### config.mk
export PLATFORM = sky130hd
export DESIGN_NAME = dual_port_pin_function_mux
export DESIGN_NICKNAME = d
export VERILOG_FILES = /design/src/hw/pin_mux_pkg.sv /design/src/hw/pad_input_sync.sv /design/src/hw/dual_port_pin_function_mux.sv
export SDC_FILE = /design/constraint.sdc
export NUM_CORES = 1
export LEC_CHECK = 0
export ABC_AREA = 0
export CORE_MARGIN = 2
export CORE_UTILIZATION = 23
export DETAILED_ROUTE_END_ITERATION = 8
export DONT_BUFFER_PORTS = 1
export PLACE_DENSITY_LB_ADDON = 0.2
export SLEW_MARGIN = 20
export SYNTH_ARGS = -nofsm -noshare
export SYNTH_HDL_FRONTEND = slang
export SYNTH_HIERARCHICAL = 1
export SYNTH_SLANG_ARGS = --single-unit
### constraint.sdc
create_clock -name CORE_CLK -period 2 [get_ports CORE_CLK]
set_input_delay 0.2 -clock CORE_CLK [delete_from_list [all_inputs] [get_ports CORE_CLK]]
set_output_delay 0.2 -clock CORE_CLK [all_outputs]
set_load 0.05 [all_outputs]
### src/hw/pin_mux_pkg.sv
// Shared constants for the two-port pin function multiplexer.
package pin_mux_pkg;
  localparam int PORT_W = 8;
  localparam int P2_PAD_W = 6;
  localparam int NUM_PORTS = 2;
  localparam int ADDR_W = 8;
  localparam int DATA_W = 32;
  // Register offsets inside one port window, the two port bases, and the shared status and mask addresses.
  localparam logic [7:0] OFS_IN = 8'h00;
  localparam logic [7:0] OFS_OUT = 8'h04;
  localparam logic [7:0] OFS_DIR = 8'h08;
  localparam logic [7:0] OFS_FLAG = 8'h0c;
  localparam logic [7:0] OFS_EDGE = 8'h10;
  localparam logic [7:0] OFS_IE = 8'h14;
  localparam logic [7:0] OFS_SEL = 8'h18;
  localparam logic [7:0] PORT1_BASE = 8'h00;
  localparam logic [7:0] PORT2_BASE = 8'h20;
  localparam logic [7:0] OFS_STATUS = 8'h40;
  localparam logic [7:0] OFS_MASK = 8'h44;
  localparam logic [1:0] WORD_ALIGN = 2'h0;
  // Reset values.
  localparam logic [7:0] BYTE_RST = 8'h00;
  localparam logic [1:0] ST_RST = 2'h0;
  // Which bits have pads.
  localparam logic [7:0] P1_BONDED = 8'hff;
  localparam logic [7:0] P2_BONDED = 8'h3f;
  // Bit positions of the pins that feed on-chip inputs, and of the port 2 pin that the resistor select cuts off.
  localparam int P1_TCLK_BIT = 0;
  localparam int P1_CH0_BIT = 1;
  localparam int P1_CH1_BIT = 2;
  localparam int P1_CH2_BIT = 3;
  localparam int P2_ALT_BIT = 1;
  localparam int P2_CMP_BIT = 2;
  localparam int ROSC_BIT = 5;
  // Edge select encoding: 0 rising, 1 falling.
  localparam logic EDGE_FALLING = 1'b1;
  // Interrupt status layout and bus response codes.
  localparam int ST_W = 2;
  localparam int ST_P1 = 0;
  localparam int ST_P2 = 1;
  localparam logic [1:0] RESP_OKAY = 2'b00;
  localparam logic [1:0] RESP_SLVERR = 2'b10;
endpackage : pin_mux_pkg

### src/hw/pad_input_sync.sv
// Two-stage pad synchroniser with rising and falling edge detection.
`timescale 1ns/10ps
module pad_input_sync #(
  parameter int W = 8
) (
  input wire logic clk,
  input wire logic nrst,
  input wire logic ce,
  input wire logic [W-1:0] pad_in,
  output logic [W-1:0] level,
  output logic [W-1:0] rise,
  output logic [W-1:0] fall
);
  logic [W-1:0] meta_reg;
  logic [W-1:0] sync_reg;
  logic [W-1:0] prev_reg;

  // The first stage only feeds the second, so metastability never reaches logic.
  // Reset keeps the stages sampling, so a pad that idles high shows no false edge once reset ends.
  always_ff @(posedge clk) begin
    if (!nrst || ce) begin
      meta_reg <= pad_in;
      sync_reg <= meta_reg;
      prev_reg <= sync_reg;
    end
  end

  // Edges are seen as the synchronised value against its one-cycle-old copy.
  assign level = sync_reg;
  assign rise = sync_reg & ~prev_reg;
  assign fall = ~sync_reg & prev_reg;
endmodule : pad_input_sync

### src/hw/dual_port_pin_function_mux.sv
// Two 8-bit general-purpose ports with peripheral function muxing and an AXI4-Lite register slave.
// Overview of operation
// - Direction bit 0 makes a pin an input; 1 lets it drive its pad.
// - Function select 0 drives the output latch; 1 drives the peripheral signal.
// - Port 1 bit 0 peripheral drives low and feeds the timer external clock.
// - Port 1 bits 1-3 drive timer channels 0-2 and feed capture inputs A.
// - Port 1 bit 4 drives sub-main clock; bits 5-7 drive timer channels 0-2.
// - Port 2 bit 0 drives auxiliary clock; bit 1 drives low, feeds alternate clock.
// - Port 2 bit 2 drives comparator result and feeds channel 0 capture B.
// - Port 2 bits 3 and 4 drive timer channels 1 and 2.
// - Port 2 bit 5 drives low; resistor select disconnects its pad entirely.
// - Port 2 bits 6 and 7 have no pads; only software changes their flags.
// - A bonded bit's flag is set by the pad edge its edge select picks.
//
// The register addresses and register access over AXI4-Lite were left to the implementer.
`timescale 1ns/10ps
module dual_port_pin_function_mux (
  input wire logic CORE_CLK,
  input wire logic NRST,
  input wire logic CE,
  // AXI4-Lite register slave.
  input wire logic [pin_mux_pkg::ADDR_W-1:0] AWADDR,
  input wire logic [2:0] AWPROT,
  input wire logic AWVALID,
  output logic AWREADY,
  input wire logic [pin_mux_pkg::DATA_W-1:0] WDATA,
  input wire logic [pin_mux_pkg::DATA_W/8-1:0] WSTRB,
  input wire logic WVALID,
  output logic WREADY,
  output logic [1:0] BRESP,
  output logic BVALID,
  input wire logic BREADY,
  input wire logic [pin_mux_pkg::ADDR_W-1:0] ARADDR,
  input wire logic [2:0] ARPROT,
  input wire logic ARVALID,
  output logic ARREADY,
  output logic [pin_mux_pkg::DATA_W-1:0] RDATA,
  output logic [1:0] RRESP,
  output logic RVALID,
  input wire logic RREADY,
  // Pads.
  input wire logic [pin_mux_pkg::PORT_W-1:0] P1_PAD_IN,
  output logic [pin_mux_pkg::PORT_W-1:0] P1_PAD_OUT,
  output logic [pin_mux_pkg::PORT_W-1:0] P1_PAD_OE_N,
  input wire logic [pin_mux_pkg::P2_PAD_W-1:0] P2_PAD_IN,
  output logic [pin_mux_pkg::P2_PAD_W-1:0] P2_PAD_OUT,
  output logic [pin_mux_pkg::P2_PAD_W-1:0] P2_PAD_OE_N,
  // On-chip sources, same clock domain.
  input wire logic TIMER_CH0_OUTPUT,
  input wire logic TIMER_CH1_OUTPUT,
  input wire logic TIMER_CH2_OUTPUT,
  input wire logic SUB_MAIN_CLOCK,
  input wire logic AUX_CLOCK,
  input wire logic COMPARATOR_RESULT,
  input wire logic OSC_EXT_RESISTOR_SELECT,
  // On-chip sinks.
  output logic TIMER_EXT_CLOCK_IN,
  output logic TIMER_ALT_CLOCK_IN,
  output logic CH0_CAPTURE_IN_A,
  output logic CH1_CAPTURE_IN_A,
  output logic CH2_CAPTURE_IN_A,
  output logic CH0_CAPTURE_IN_B,
  // Interrupts.
  output logic PORT1_IRQ_REQUEST,
  output logic PORT2_IRQ_REQUEST,
  output logic IRQ
);
  import pin_mux_pkg::*;

  typedef logic [NUM_PORTS-1:0][PORT_W-1:0] port_bytes_t;

  // Port base address for a port index.
  function automatic logic [ADDR_W-1:0] port_base(input int p);
    port_base = (p == 0) ? PORT1_BASE : PORT2_BASE;
  endfunction : port_base

  // True when an address selects the given register of the given port.
  function automatic logic reg_hit(input logic [ADDR_W-1:0] a, input int p, input logic [7:0] ofs);
    reg_hit = (a == port_base(p) + ofs);
  endfunction : reg_hit

  // Register state.
  port_bytes_t out_latch_reg;
  port_bytes_t dir_reg;
  port_bytes_t flag_reg;
  port_bytes_t edge_reg;
  port_bytes_t ie_reg;
  port_bytes_t sel_reg;
  port_bytes_t flag_next;
  logic [ST_W-1:0] status_reg;
  logic [ST_W-1:0] status_next;
  logic [ST_W-1:0] mask_reg;

  // Bus state.
  logic awready_reg;
  logic wready_reg;
  logic bvalid_reg;
  logic [1:0] bresp_reg;
  logic arready_reg;
  logic rvalid_reg;
  logic [1:0] rresp_reg;
  logic [DATA_W-1:0] rdata_reg;
  logic aw_have_reg;
  logic w_have_reg;
  logic [ADDR_W-1:0] aw_addr_reg;
  logic [PORT_W-1:0] wbyte_reg;
  logic wlane0_reg;
  logic wr_fire;
  logic wr_en;
  logic rd_fire;
  logic rd_clear;

  // Pad side state.
  port_bytes_t pad_out_reg;
  port_bytes_t pad_oe_n_reg;
  port_bytes_t in_val;
  port_bytes_t hw_set;
  port_bytes_t periph_out;
  port_bytes_t edge_ok;
  logic [PORT_W-1:0] p1_lvl;
  logic [PORT_W-1:0] p1_rise;
  logic [PORT_W-1:0] p1_fall;
  logic [P2_PAD_W-1:0] p2_lvl;
  logic [P2_PAD_W-1:0] p2_rise;
  logic [P2_PAD_W-1:0] p2_fall;
  logic [PORT_W-1:0] rosc_cut;
  logic ext_clk_reg;
  logic alt_clk_reg;
  logic cap0a_reg;
  logic cap1a_reg;
  logic cap2a_reg;
  logic cap0b_reg;
  logic [NUM_PORTS-1:0] port_req_reg;
  logic irq_reg;

  // Pad inputs come from outside the clock domain, so both ports pass a synchroniser.
  pad_input_sync #(.W(PORT_W)) p1_sync (
    .clk(CORE_CLK),
    .nrst(NRST),
    .ce(CE),
    .pad_in(P1_PAD_IN),
    .level(p1_lvl),
    .rise(p1_rise),
    .fall(p1_fall)
  );

  pad_input_sync #(.W(P2_PAD_W)) p2_sync (
    .clk(CORE_CLK),
    .nrst(NRST),
    .ce(CE),
    .pad_in(P2_PAD_IN),
    .level(p2_lvl),
    .rise(p2_rise),
    .fall(p2_fall)
  );

  // While the resistor select is set the pin 2.5 pad is cut off from all port logic.
  always_comb begin
    rosc_cut = '0;
    rosc_cut[ROSC_BIT] = OSC_EXT_RESISTOR_SELECT;
  end

  // Input values and qualified edges; unbonded bits never see a pad edge.
  always_comb begin
    in_val[0] = p1_lvl;
    in_val[1] = {{(PORT_W-P2_PAD_W){1'b0}}, p2_lvl} & ~rosc_cut;
    for (int b = 0; b < PORT_W; b++) begin
      edge_ok[0][b] = edge_reg[0][b] == EDGE_FALLING ? p1_fall[b] : p1_rise[b];
    end
    edge_ok[1] = '0;
    for (int b = 0; b < P2_PAD_W; b++) begin
      edge_ok[1][b] = edge_reg[1][b] == EDGE_FALLING ? p2_fall[b] : p2_rise[b];
    end
    hw_set[0] = edge_ok[0] & P1_BONDED;
    hw_set[1] = edge_ok[1] & P2_BONDED & ~rosc_cut;
  end

  // Peripheral output per bit; constant-low slots drive zero.
  always_comb begin
    periph_out[0] = {TIMER_CH2_OUTPUT, TIMER_CH1_OUTPUT, TIMER_CH0_OUTPUT, SUB_MAIN_CLOCK,
                     TIMER_CH2_OUTPUT, TIMER_CH1_OUTPUT, TIMER_CH0_OUTPUT, 1'b0};
    periph_out[1] = {1'b0, 1'b0, 1'b0, TIMER_CH2_OUTPUT, TIMER_CH1_OUTPUT,
                     COMPARATOR_RESULT, 1'b0, AUX_CLOCK};
  end

  // Write channel handshakes: address and data are taken in either order.
  assign wr_fire = aw_have_reg & w_have_reg & ~bvalid_reg;
  assign wr_en = wr_fire & wlane0_reg;

  always_ff @(posedge CORE_CLK) begin
    if (!NRST) begin
      awready_reg <= 1'b1;
      wready_reg <= 1'b1;
      aw_have_reg <= 1'b0;
      w_have_reg <= 1'b0;
      bvalid_reg <= 1'b0;
      bresp_reg <= RESP_OKAY;
      aw_addr_reg <= '0;
      wbyte_reg <= BYTE_RST;
      wlane0_reg <= 1'b0;
    end else if (CE) begin
      if (AWVALID && awready_reg) begin
        aw_addr_reg <= AWADDR;
        aw_have_reg <= 1'b1;
        awready_reg <= 1'b0;
      end
      if (WVALID && wready_reg) begin
        wbyte_reg <= WDATA[PORT_W-1:0];
        wlane0_reg <= WSTRB[0];
        w_have_reg <= 1'b1;
        wready_reg <= 1'b0;
      end
      if (wr_fire) begin
        bvalid_reg <= 1'b1;
        bresp_reg <= mapped(aw_addr_reg) ? RESP_OKAY : RESP_SLVERR;
        aw_have_reg <= 1'b0;
        w_have_reg <= 1'b0;
      end
      // Readiness returns only after the response, so one write is in flight at a time.
      if (bvalid_reg && BREADY) begin
        bvalid_reg <= 1'b0;
        awready_reg <= 1'b1;
        wready_reg <= 1'b1;
      end
    end
  end

  // Address map check shared by both channels.
  function automatic logic mapped(input logic [ADDR_W-1:0] a);
    mapped = (a == OFS_STATUS) || (a == OFS_MASK);
    for (int p = 0; p < NUM_PORTS; p++) begin
      if (a >= port_base(p) && a <= port_base(p) + OFS_SEL && a[1:0] == WORD_ALIGN) begin
        mapped = 1'b1;
      end
    end
  endfunction : mapped

  // Plain control registers written by software.
  always_ff @(posedge CORE_CLK) begin
    if (!NRST) begin
      out_latch_reg <= '0;
      dir_reg <= '0;
      edge_reg <= '0;
      ie_reg <= '0;
      sel_reg <= '0;
      mask_reg <= ST_RST;
    end else if (CE && wr_en) begin
      for (int p = 0; p < NUM_PORTS; p++) begin
        if (reg_hit(aw_addr_reg, p, OFS_OUT)) out_latch_reg[p] <= wbyte_reg;
        if (reg_hit(aw_addr_reg, p, OFS_DIR)) dir_reg[p] <= wbyte_reg;
        if (reg_hit(aw_addr_reg, p, OFS_EDGE)) edge_reg[p] <= wbyte_reg;
        if (reg_hit(aw_addr_reg, p, OFS_IE)) ie_reg[p] <= wbyte_reg;
        if (reg_hit(aw_addr_reg, p, OFS_SEL)) sel_reg[p] <= wbyte_reg;
      end
      if (aw_addr_reg == OFS_MASK) mask_reg <= wbyte_reg[ST_W-1:0];
    end
  end

  // Flags: software writes replace the byte, and a same-cycle pad edge still wins.
  always_comb begin
    for (int p = 0; p < NUM_PORTS; p++) begin
      flag_next[p] = flag_reg[p];
      if (wr_en && reg_hit(aw_addr_reg, p, OFS_FLAG)) begin
        flag_next[p] = wbyte_reg;
      end
      flag_next[p] = flag_next[p] | hw_set[p];
    end
  end

  always_ff @(posedge CORE_CLK) begin
    if (!NRST) begin
      flag_reg <= '0;
    end else if (CE) begin
      flag_reg <= flag_next;
    end
  end

  // Read channel: data registered at the edge that takes the address, valid from the next cycle.
  assign rd_fire = ARVALID & arready_reg;
  assign rd_clear = rd_fire & (ARADDR == OFS_STATUS);

  always_ff @(posedge CORE_CLK) begin
    if (!NRST) begin
      arready_reg <= 1'b1;
      rvalid_reg <= 1'b0;
      rresp_reg <= RESP_OKAY;
      rdata_reg <= '0;
    end else if (CE) begin
      if (rd_fire) begin
        arready_reg <= 1'b0;
        rvalid_reg <= 1'b1;
        rresp_reg <= mapped(ARADDR) ? RESP_OKAY : RESP_SLVERR;
        rdata_reg <= {{(DATA_W-PORT_W){1'b0}}, read_byte(ARADDR)};
      end else if (rvalid_reg && RREADY) begin
        rvalid_reg <= 1'b0;
        arready_reg <= 1'b1;
      end
    end
  end

  // Read multiplexer; unmapped addresses return zero.
  function automatic logic [PORT_W-1:0] read_byte(input logic [ADDR_W-1:0] a);
    read_byte = BYTE_RST;
    for (int p = 0; p < NUM_PORTS; p++) begin
      if (reg_hit(a, p, OFS_IN)) read_byte = in_val[p];
      if (reg_hit(a, p, OFS_OUT)) read_byte = out_latch_reg[p];
      if (reg_hit(a, p, OFS_DIR)) read_byte = dir_reg[p];
      if (reg_hit(a, p, OFS_FLAG)) read_byte = flag_reg[p];
      if (reg_hit(a, p, OFS_EDGE)) read_byte = edge_reg[p];
      if (reg_hit(a, p, OFS_IE)) read_byte = ie_reg[p];
      if (reg_hit(a, p, OFS_SEL)) read_byte = sel_reg[p];
    end
    if (a == OFS_STATUS) read_byte = {{(PORT_W-ST_W){1'b0}}, status_reg};
    if (a == OFS_MASK) read_byte = {{(PORT_W-ST_W){1'b0}}, mask_reg};
  endfunction : read_byte

  // Sticky status: a port's bit sets when a pad edge newly sets one of its flags; set beats the read-clear.
  always_comb begin
    status_next = rd_clear ? ST_RST : status_reg;
    status_next[ST_P1] = status_next[ST_P1] | (|(hw_set[0] & ~flag_reg[0]));
    status_next[ST_P2] = status_next[ST_P2] | (|(hw_set[1] & ~flag_reg[1]));
  end

  always_ff @(posedge CORE_CLK) begin
    if (!NRST) begin
      status_reg <= ST_RST;
      irq_reg <= 1'b0;
      port_req_reg <= '0;
    end else if (CE) begin
      status_reg <= status_next;
      irq_reg <= |(status_reg & mask_reg);
      for (int p = 0; p < NUM_PORTS; p++) begin
        port_req_reg[p] <= |(flag_reg[p] & ie_reg[p]);
      end
    end
  end

  // Pad drive: register the mux so the pads never see combinational glitches.
  always_ff @(posedge CORE_CLK) begin
    if (!NRST) begin
      pad_out_reg <= '0;
      pad_oe_n_reg <= '1;
    end else if (CE) begin
      for (int p = 0; p < NUM_PORTS; p++) begin
        for (int b = 0; b < PORT_W; b++) begin
          pad_out_reg[p][b] <= sel_reg[p][b] ? periph_out[p][b] : out_latch_reg[p][b];
          pad_oe_n_reg[p][b] <= ~dir_reg[p][b];
        end
      end
      // A cut-off pin is neither driven nor read.
      if (OSC_EXT_RESISTOR_SELECT) begin
        pad_out_reg[1][ROSC_BIT] <= 1'b0;
        pad_oe_n_reg[1][ROSC_BIT] <= 1'b1;
      end
    end
  end

  // Pad values to the timer and clock units, only while the pin is in peripheral function.
  always_ff @(posedge CORE_CLK) begin
    if (!NRST) begin
      ext_clk_reg <= 1'b0;
      alt_clk_reg <= 1'b0;
      cap0a_reg <= 1'b0;
      cap1a_reg <= 1'b0;
      cap2a_reg <= 1'b0;
      cap0b_reg <= 1'b0;
    end else if (CE) begin
      ext_clk_reg <= sel_reg[0][P1_TCLK_BIT] & in_val[0][P1_TCLK_BIT];
      cap0a_reg <= sel_reg[0][P1_CH0_BIT] & in_val[0][P1_CH0_BIT];
      cap1a_reg <= sel_reg[0][P1_CH1_BIT] & in_val[0][P1_CH1_BIT];
      cap2a_reg <= sel_reg[0][P1_CH2_BIT] & in_val[0][P1_CH2_BIT];
      alt_clk_reg <= sel_reg[1][P2_ALT_BIT] & in_val[1][P2_ALT_BIT];
      cap0b_reg <= sel_reg[1][P2_CMP_BIT] & in_val[1][P2_CMP_BIT];
    end
  end

  // Outputs straight from flip-flops.
  assign AWREADY = awready_reg;
  assign WREADY = wready_reg;
  assign BVALID = bvalid_reg;
  assign BRESP = bresp_reg;
  assign ARREADY = arready_reg;
  assign RVALID = rvalid_reg;
  assign RRESP = rresp_reg;
  assign RDATA = rdata_reg;
  assign P1_PAD_OUT = pad_out_reg[0];
  assign P1_PAD_OE_N = pad_oe_n_reg[0];
  assign P2_PAD_OUT = pad_out_reg[1][P2_PAD_W-1:0];
  assign P2_PAD_OE_N = pad_oe_n_reg[1][P2_PAD_W-1:0];
  assign TIMER_EXT_CLOCK_IN = ext_clk_reg;
  assign TIMER_ALT_CLOCK_IN = alt_clk_reg;
  assign CH0_CAPTURE_IN_A = cap0a_reg;
  assign CH1_CAPTURE_IN_A = cap1a_reg;
  assign CH2_CAPTURE_IN_A = cap2a_reg;
  assign CH0_CAPTURE_IN_B = cap0b_reg;
  assign PORT1_IRQ_REQUEST = port_req_reg[0];
  assign PORT2_IRQ_REQUEST = port_req_reg[1];
  assign IRQ = irq_reg;
endmodule : dual_port_pin_function_mux

; ---- After elaboration in Yosys (flattened, before gate mapping)
; Cells that the tools add are included.
[op_classes]
n_lt_le_gt_ge = 8
n_addsub = 0
n_bitwise = 48
n_eq_ne = 29
mul = 0
reduce_logical = 54
n_mux = 75
shifts = 0
div = 0
[ops]
columns = op, n
row1 = 8-bit two-way mux, 18
row2 = "8-bit by 6-bit equality test with 1-bit output, second input constant", 13
row3 = 1-bit two-way mux, 54
row4 = 8-bit bitwise AND, 6
row5 = "8-bit by 5-bit equality test with 1-bit output, second input constant", 6
row6 = 2-bit AND reduction, 21
row7 = "8-bit by 4-bit equality test with 1-bit output, second input constant", 4
row8 = "8-bit by 7-bit equality test with 1-bit output, second input constant", 4
row9 = 8-bit inverter, 4
row10 = 8-bit OR reduction, 4
row11 = 6-bit by 8-bit bitwise AND with 8-bit output, 2
row12 = "8-bit by 3-bit equality test with 1-bit output, second input constant", 2
row13 = "8-bit by 1-bit greater-or-equal comparator with 1-bit output, second input constant", 2
row14 = "8-bit by 6-bit greater-or-equal comparator with 1-bit output, second input constant", 2
row15 = "8-bit by 5-bit less-or-equal comparator with 1-bit output, second input constant", 2
row16 = "8-bit by 6-bit less-or-equal comparator with 1-bit output, second input constant", 2
row17 = 8-bit OR, 2
row18 = 1-bit logical AND, 15
row19 = 1-bit inverter, 15
row20 = 6-bit bitwise AND, 2
row21 = 6-bit inverter, 2
row22 = 2-bit nonzero test, 6
row23 = 1-bit bitwise AND, 11
row24 = 8-bit zero test, 1
row25 = other kinds (8), 14
[word_totals]
ff_bits = 215
out_inout_bits = 78
mem_bits_rw = 0
rom_bits = 0
latch_bits = 0
in_bits = 87
memories = 0
word_cells = 259

; ---- Depth between registers and ports, before layout
[logic_depth]
ltp_word = 17
mapped_depth = 8
mapped_depth_nobuf = 6

; ---- Modules after synthesis
; Netlist, hierarchy kept.
[by_module_without_submodules]
columns = module, area_each_um2, seq_area_each_um2, cells_each, instances
row1 = dual_port_pin_function_mux, 8411.8, 3423.3, 1003, 1
row2 = pad_input_sync (p1_sync), 867.1, 720.7, 41, 1
row3 = pad_input_sync (p2_sync), 651.9, 540.5, 31, 1

; ---- Worst setup path before layout
; No wires, ideal clock.
[synth_path]
kind = reg2reg
startpoint = reg bvalid_reg (netlist: BVALID)
endpoint = reg dir_reg[10] (netlist name)
synth_period_minus_slack_ps = 2013
t_arrival_ps = 1885
path_buffers = 1
path_stages_with_launch = 7
required_time_ps = 1872
setup_ps = 128
setup_slack_ps = -13
cell_sequence = dfxtp_1 -> nand4b_1 -> nor4_2 -> buf_2 -> nand2_2 -> mux2i_1 -> nor2_1
[synth_between]
elab_chain_cells = 5
[synth_lines]
columns = element, line
row1 = start: declaration, dual_port_pin_function_mux.sv:97  ; logic bvalid_reg;
row2 = start signal: assignment, dual_port_pin_function_mux.sv:196  ; bvalid_reg <= 1'b0;
row3 = start signal: assignment, dual_port_pin_function_mux.sv:214  ; bvalid_reg <= 1'b1;
row4 = start signal: assignment, dual_port_pin_function_mux.sv:221  ; bvalid_reg <= 1'b0;
row5 = 1-bit inverter, dual_port_pin_function_mux.sv:187  ; assign wr_fire = aw_have_reg & w_have_reg & ~bvalid_reg;
row6 = 1-bit bitwise AND, dual_port_pin_function_mux.sv:187
row7 = 1-bit bitwise AND, dual_port_pin_function_mux.sv:188  ; assign wr_en = wr_fire & wlane0_reg;
row8 = 1-bit logical AND, dual_port_pin_function_mux.sv:247  ; end else if (CE && wr_en) begin
row9 = 2-bit AND reduction (no source line), --
row10 = end signal: indexed assignment, dual_port_pin_function_mux.sv:250  ; if (reg_hit(aw_addr_reg, p, OFS_DIR)) dir_reg[p] <= wbyte_reg;
row11 = end: declaration, dual_port_pin_function_mux.sv:84  ; port_bytes_t dir_reg;
; No other way between the ends.
; A chain may end at the register's enable or synchronous reset.

; ---- Worst setup path after layout
[layout_path]
startpoint = reg aw_addr_reg[0]
endpoint = reg ie_reg[11] (netlist name)
[layout_between]
elab_chain_cells = 2
[layout_lines]
columns = element, line
row1 = start: declaration, dual_port_pin_function_mux.sv:105  ; logic [ADDR_W-1:0] aw_addr_reg;
row2 = start signal: assignment, dual_port_pin_function_mux.sv:198  ; aw_addr_reg <= '0;
row3 = start signal: assignment, dual_port_pin_function_mux.sv:203  ; aw_addr_reg <= AWADDR;
row4 = 8-bit by 6-bit equality test with 1-bit output, dual_port_pin_function_mux.sv:79  ; reg_hit = (a == port_base(p) + ofs);
row5 = 2-bit AND reduction (no source line), --
row6 = end signal: indexed assignment, dual_port_pin_function_mux.sv:252  ; if (reg_hit(aw_addr_reg, p, OFS_IE)) ie_reg[p] <= wbyte_reg;
row7 = end: declaration, dual_port_pin_function_mux.sv:87  ; port_bytes_t ie_reg;
; No other way between the ends.

==> flow_summary.json <==
{
  "status": "completed",
  "leakagePower_nw": 4.50,
  "hold_path.class": "input port to flip-flop",
  "ys_seq_area_frac": 0.472,
  "rsz0062_at_grt": "false",
  "overflow": 0,
  "crit_path_end_kind": "flip-flop",
  "clkPwrFrac": 0.468,
  "grt_use_total": 0.164,
  "area_growth_pct": 24.1,
  "ys_warn_count": 6,
  "drtIter0Drc": 686,
  "r2r_slack_ns": 0.12,
  "critPathMaxFanout": 15,
  "irDropWorstVdd_uv": 585,
  "initial_core_util": 0.232,
  "dr_total_vias": 8380,
  "viasPerCell": 4.79,
  "power.internal_mw": 7.88,
  "crit_type": "flip-flop to flip-flop",
  "grt_pass1_vias": 8080,
  "maxSlewViolCount": 0,
  "hpwl_um": 25000,
  "wirelength_um": 37300,
  "netlist_instances": 1075,
  "die_w_um": 212,
  "ios": 165,
  "maxCapViolations": 0,
  "whs_ns": 0.0378,
  "post-route-period-util": 0.940,
  "pwr-share-seq": 0.444,
  "pre_cts_ws_ns": -0.000456,
  "rows": 76,
  "antenna_left": 0,
  "cp_cell_sequence": "or3b_4 > nor4b_4 > buf_12 > nand2_1 > nand2_1 > a21oi_1",
  "hold_viol_final": 0,
  "final_util": 0.287,
  "grt_pass1_wl_um": 54400,
  "layout_setup_ws_ns": 0.121,
  "die_y_um": 212,
  "cts_tree": "yes",
  "fmax_mhz": 532,
  "relSlewSlack": 0.506,
  "grt_max_degree": 96,
  "fin_crit_ns": 1.88,
  "cts_buffers": 28,
  "synth_edf_count": 42,
  "comb_power_share": 0.088,
  "root_buffer": "clkbuf_16",
  "synth-seq-cells": 213,
  "total_power_mw": 10.7,
  "htreeDepth": 1,
  "numPortBuffers": 0,
  "clock_latency_ns": 0.58,
  "finalClockSkew_ns": 0.0331,
  "required_ns": 2.43,
  "antenna_found_initial": 1,
  "synth_flop_cell": "dfxtp_1",
  "critPathBufInv": 1,
  "power-per-cell-area_mw_per_mm2": 865,
  "coreArea_mm2": 0.0429,
  "routabilityCongestion": 0.874,
  "cp_common_cell": "nand2_1",
  "drive_gt1_frac": 0.155,
  "drc": 0,
  "drtPass1Iterations": 5,
  "finalSetupViolations": 0,
  "ys_types": 75,
  "worst_pin_slew_ns": 0.739,
  "critPathMaxStageDelay_ns": 0.44,
  "startpoint_type": "flip-flop",
  "clock-sinks": 213,
  "path_clk_slew_ns": 0.06,
  "p_sw_mw": 2.79,
  "fin_tns_setup_ns": 0,
  "syn-cell-area_mm2": 0.00993,
  "detail_route.wl_per_cell_um": 21.3,
  "syn_avg_cell_area_um2": 9.24,
  "path_delay_family": "simple AND/OR/NAND/NOR gates",
  "cts.path.max_buffers": 3,
  "swShare": 0.261,
  "critPathArrivalTime_ns": 2.30,
  "die_area_mm2": 0.0449,
  "layout.nets": 1231,
  "async_flop_share": 0,
  "cp_slowest_cell": "or3b_4"
}
## cells in the final DEF (no fill, tap or decap), types with 15 or more instances in the layout
cell,Yosys,routed
dfxtp_1,171,170
a211oi_1,16,16
a21oi_1,101,101
edfxtp_1,42,42
conb_1,1,26
and2b_2,28,28
inv_1,19,18
mux2_2,17,17
dlygate4sd3_1,0,50
nand3_1,64,63
mux2i_1,80,80
a22oi_1,20,19
nand2_1,153,151
clkbuf_16,0,30
nor2_1,80,80
o21ai_0,33,33
buf_4,29,55
nand2b_1,15,15
## cell usage after synthesis (7+ instances only)
| library cell | instances | area [um^2] |
|---|---|---|
| a211oi_1 | 16 | 120 |
| dfxtp_1 | 171 | 3420 |
| mux2i_1 | 80 | 801 |
| inv_1 | 19 | 71.3 |
| nand2b_1 | 15 | 93.8 |
| clkbuf_1 | 51 | 191 |
| buf_2 | 14 | 70.1 |
| buf_4 | 29 | 218 |
| and2b_2 | 28 | 245 |
| o21ai_0 | 33 | 165 |
| nand2_1 | 153 | 574 |
| nor2_1 | 80 | 300 |
| a31oi_1 | 7 | 43.8 |
| nand3_1 | 64 | 320 |
| edfxtp_1 | 42 | 1260 |
| a22oi_1 | 20 | 150 |
| nor3_1 | 12 | 60.1 |
| mux2_2 | 17 | 191 |
| a21oi_1 | 101 | 505 |
## metrics by stage
| stage | area (um^2) | cells |
|---|---|---|
| finish | 12300 | 1751 |
| floorplan | 10000 | 1100 |
| global route | 12300 | 1750 |
| global placement | 10800 | 1644 |
| CTS | 12300 | 1747 |
| detailed placement | 10800 | 1644 |
## power by group through the flow
stage / Sequential (mW) / Clock (mW) / Combinational (mW)
after floorplan: 4.80 / 0 / 0.647
after global placement: 4.83 / 0 / 0.788
after detailed placement: 4.83 / 0 / 0.790
after CTS: 4.74 / 5.13 / 0.932
after global routing: 4.76 / 5.33 / 1.01
final: 4.74 / 4.99 / 0.939
## cell type report
cell class                      instances  area (um^2)
Inverter                               19         73.8
Antenna cell                            1         2.50
Multi-Input combinational cell        767         4780
Timing Repair Buffer                  115         1130
Clock buffer                           45          866
Sequential cell                       213         4690
Fill cell                            4564        30600
Tap cell                              585          732
Clock inverter                          6         55.1
## per-layer routing
| layer | global-route usage | routed length (um) | vias to the layer above |
|---|---|---|---|
| met3 | 0.0326 | 2550 | 71 |
| met4 | 0.0629 | 1380 | 0 |
| met5 | 0 | 0 | - |
| met2 | 0.269 | 17400 | 273 |
| met1 | 0.212 | 16000 | 4086 |
| li1 | - | - | 3950 |
## worst paths after layout
path | from | endpoint | depth (start not counted)
min | TIMER_CH2_OUTPUT | P1_PAD_OUT[7] | 2
max reg2reg | aw_addr_reg[0] | ie_reg[11] | 6
min reg2reg | p1_sync/meta_reg[6] | p1_sync/level[6] | 0
max | aw_addr_reg[0] | ie_reg[11] | 6
## cells by family after synthesis
| logic type | after synthesis | share of synthesized area |
|---|---|---|
| AO/OA/AOI/OAI | 232 | 0.147 |
| buffers and inverters | 120 | 0.0588 |
| flip-flops | 213 | 0.472 |
| multiplexers | 103 | 0.114 |
| other | 1 | 0.000378 |
| AND/OR/NAND/NOR | 406 | 0.209 |
## repair_timing
item	4_1_cts	5_1_grt
gates resized for setup	1	6
hold endpoints to repair	99	0
setup endpoints to repair	1	45
pin swaps	0	3
hold buffers	52	0
setup buffers	0	2
gates cloned	0	1
No activity file was read; power rests on OpenSTA's default activity.
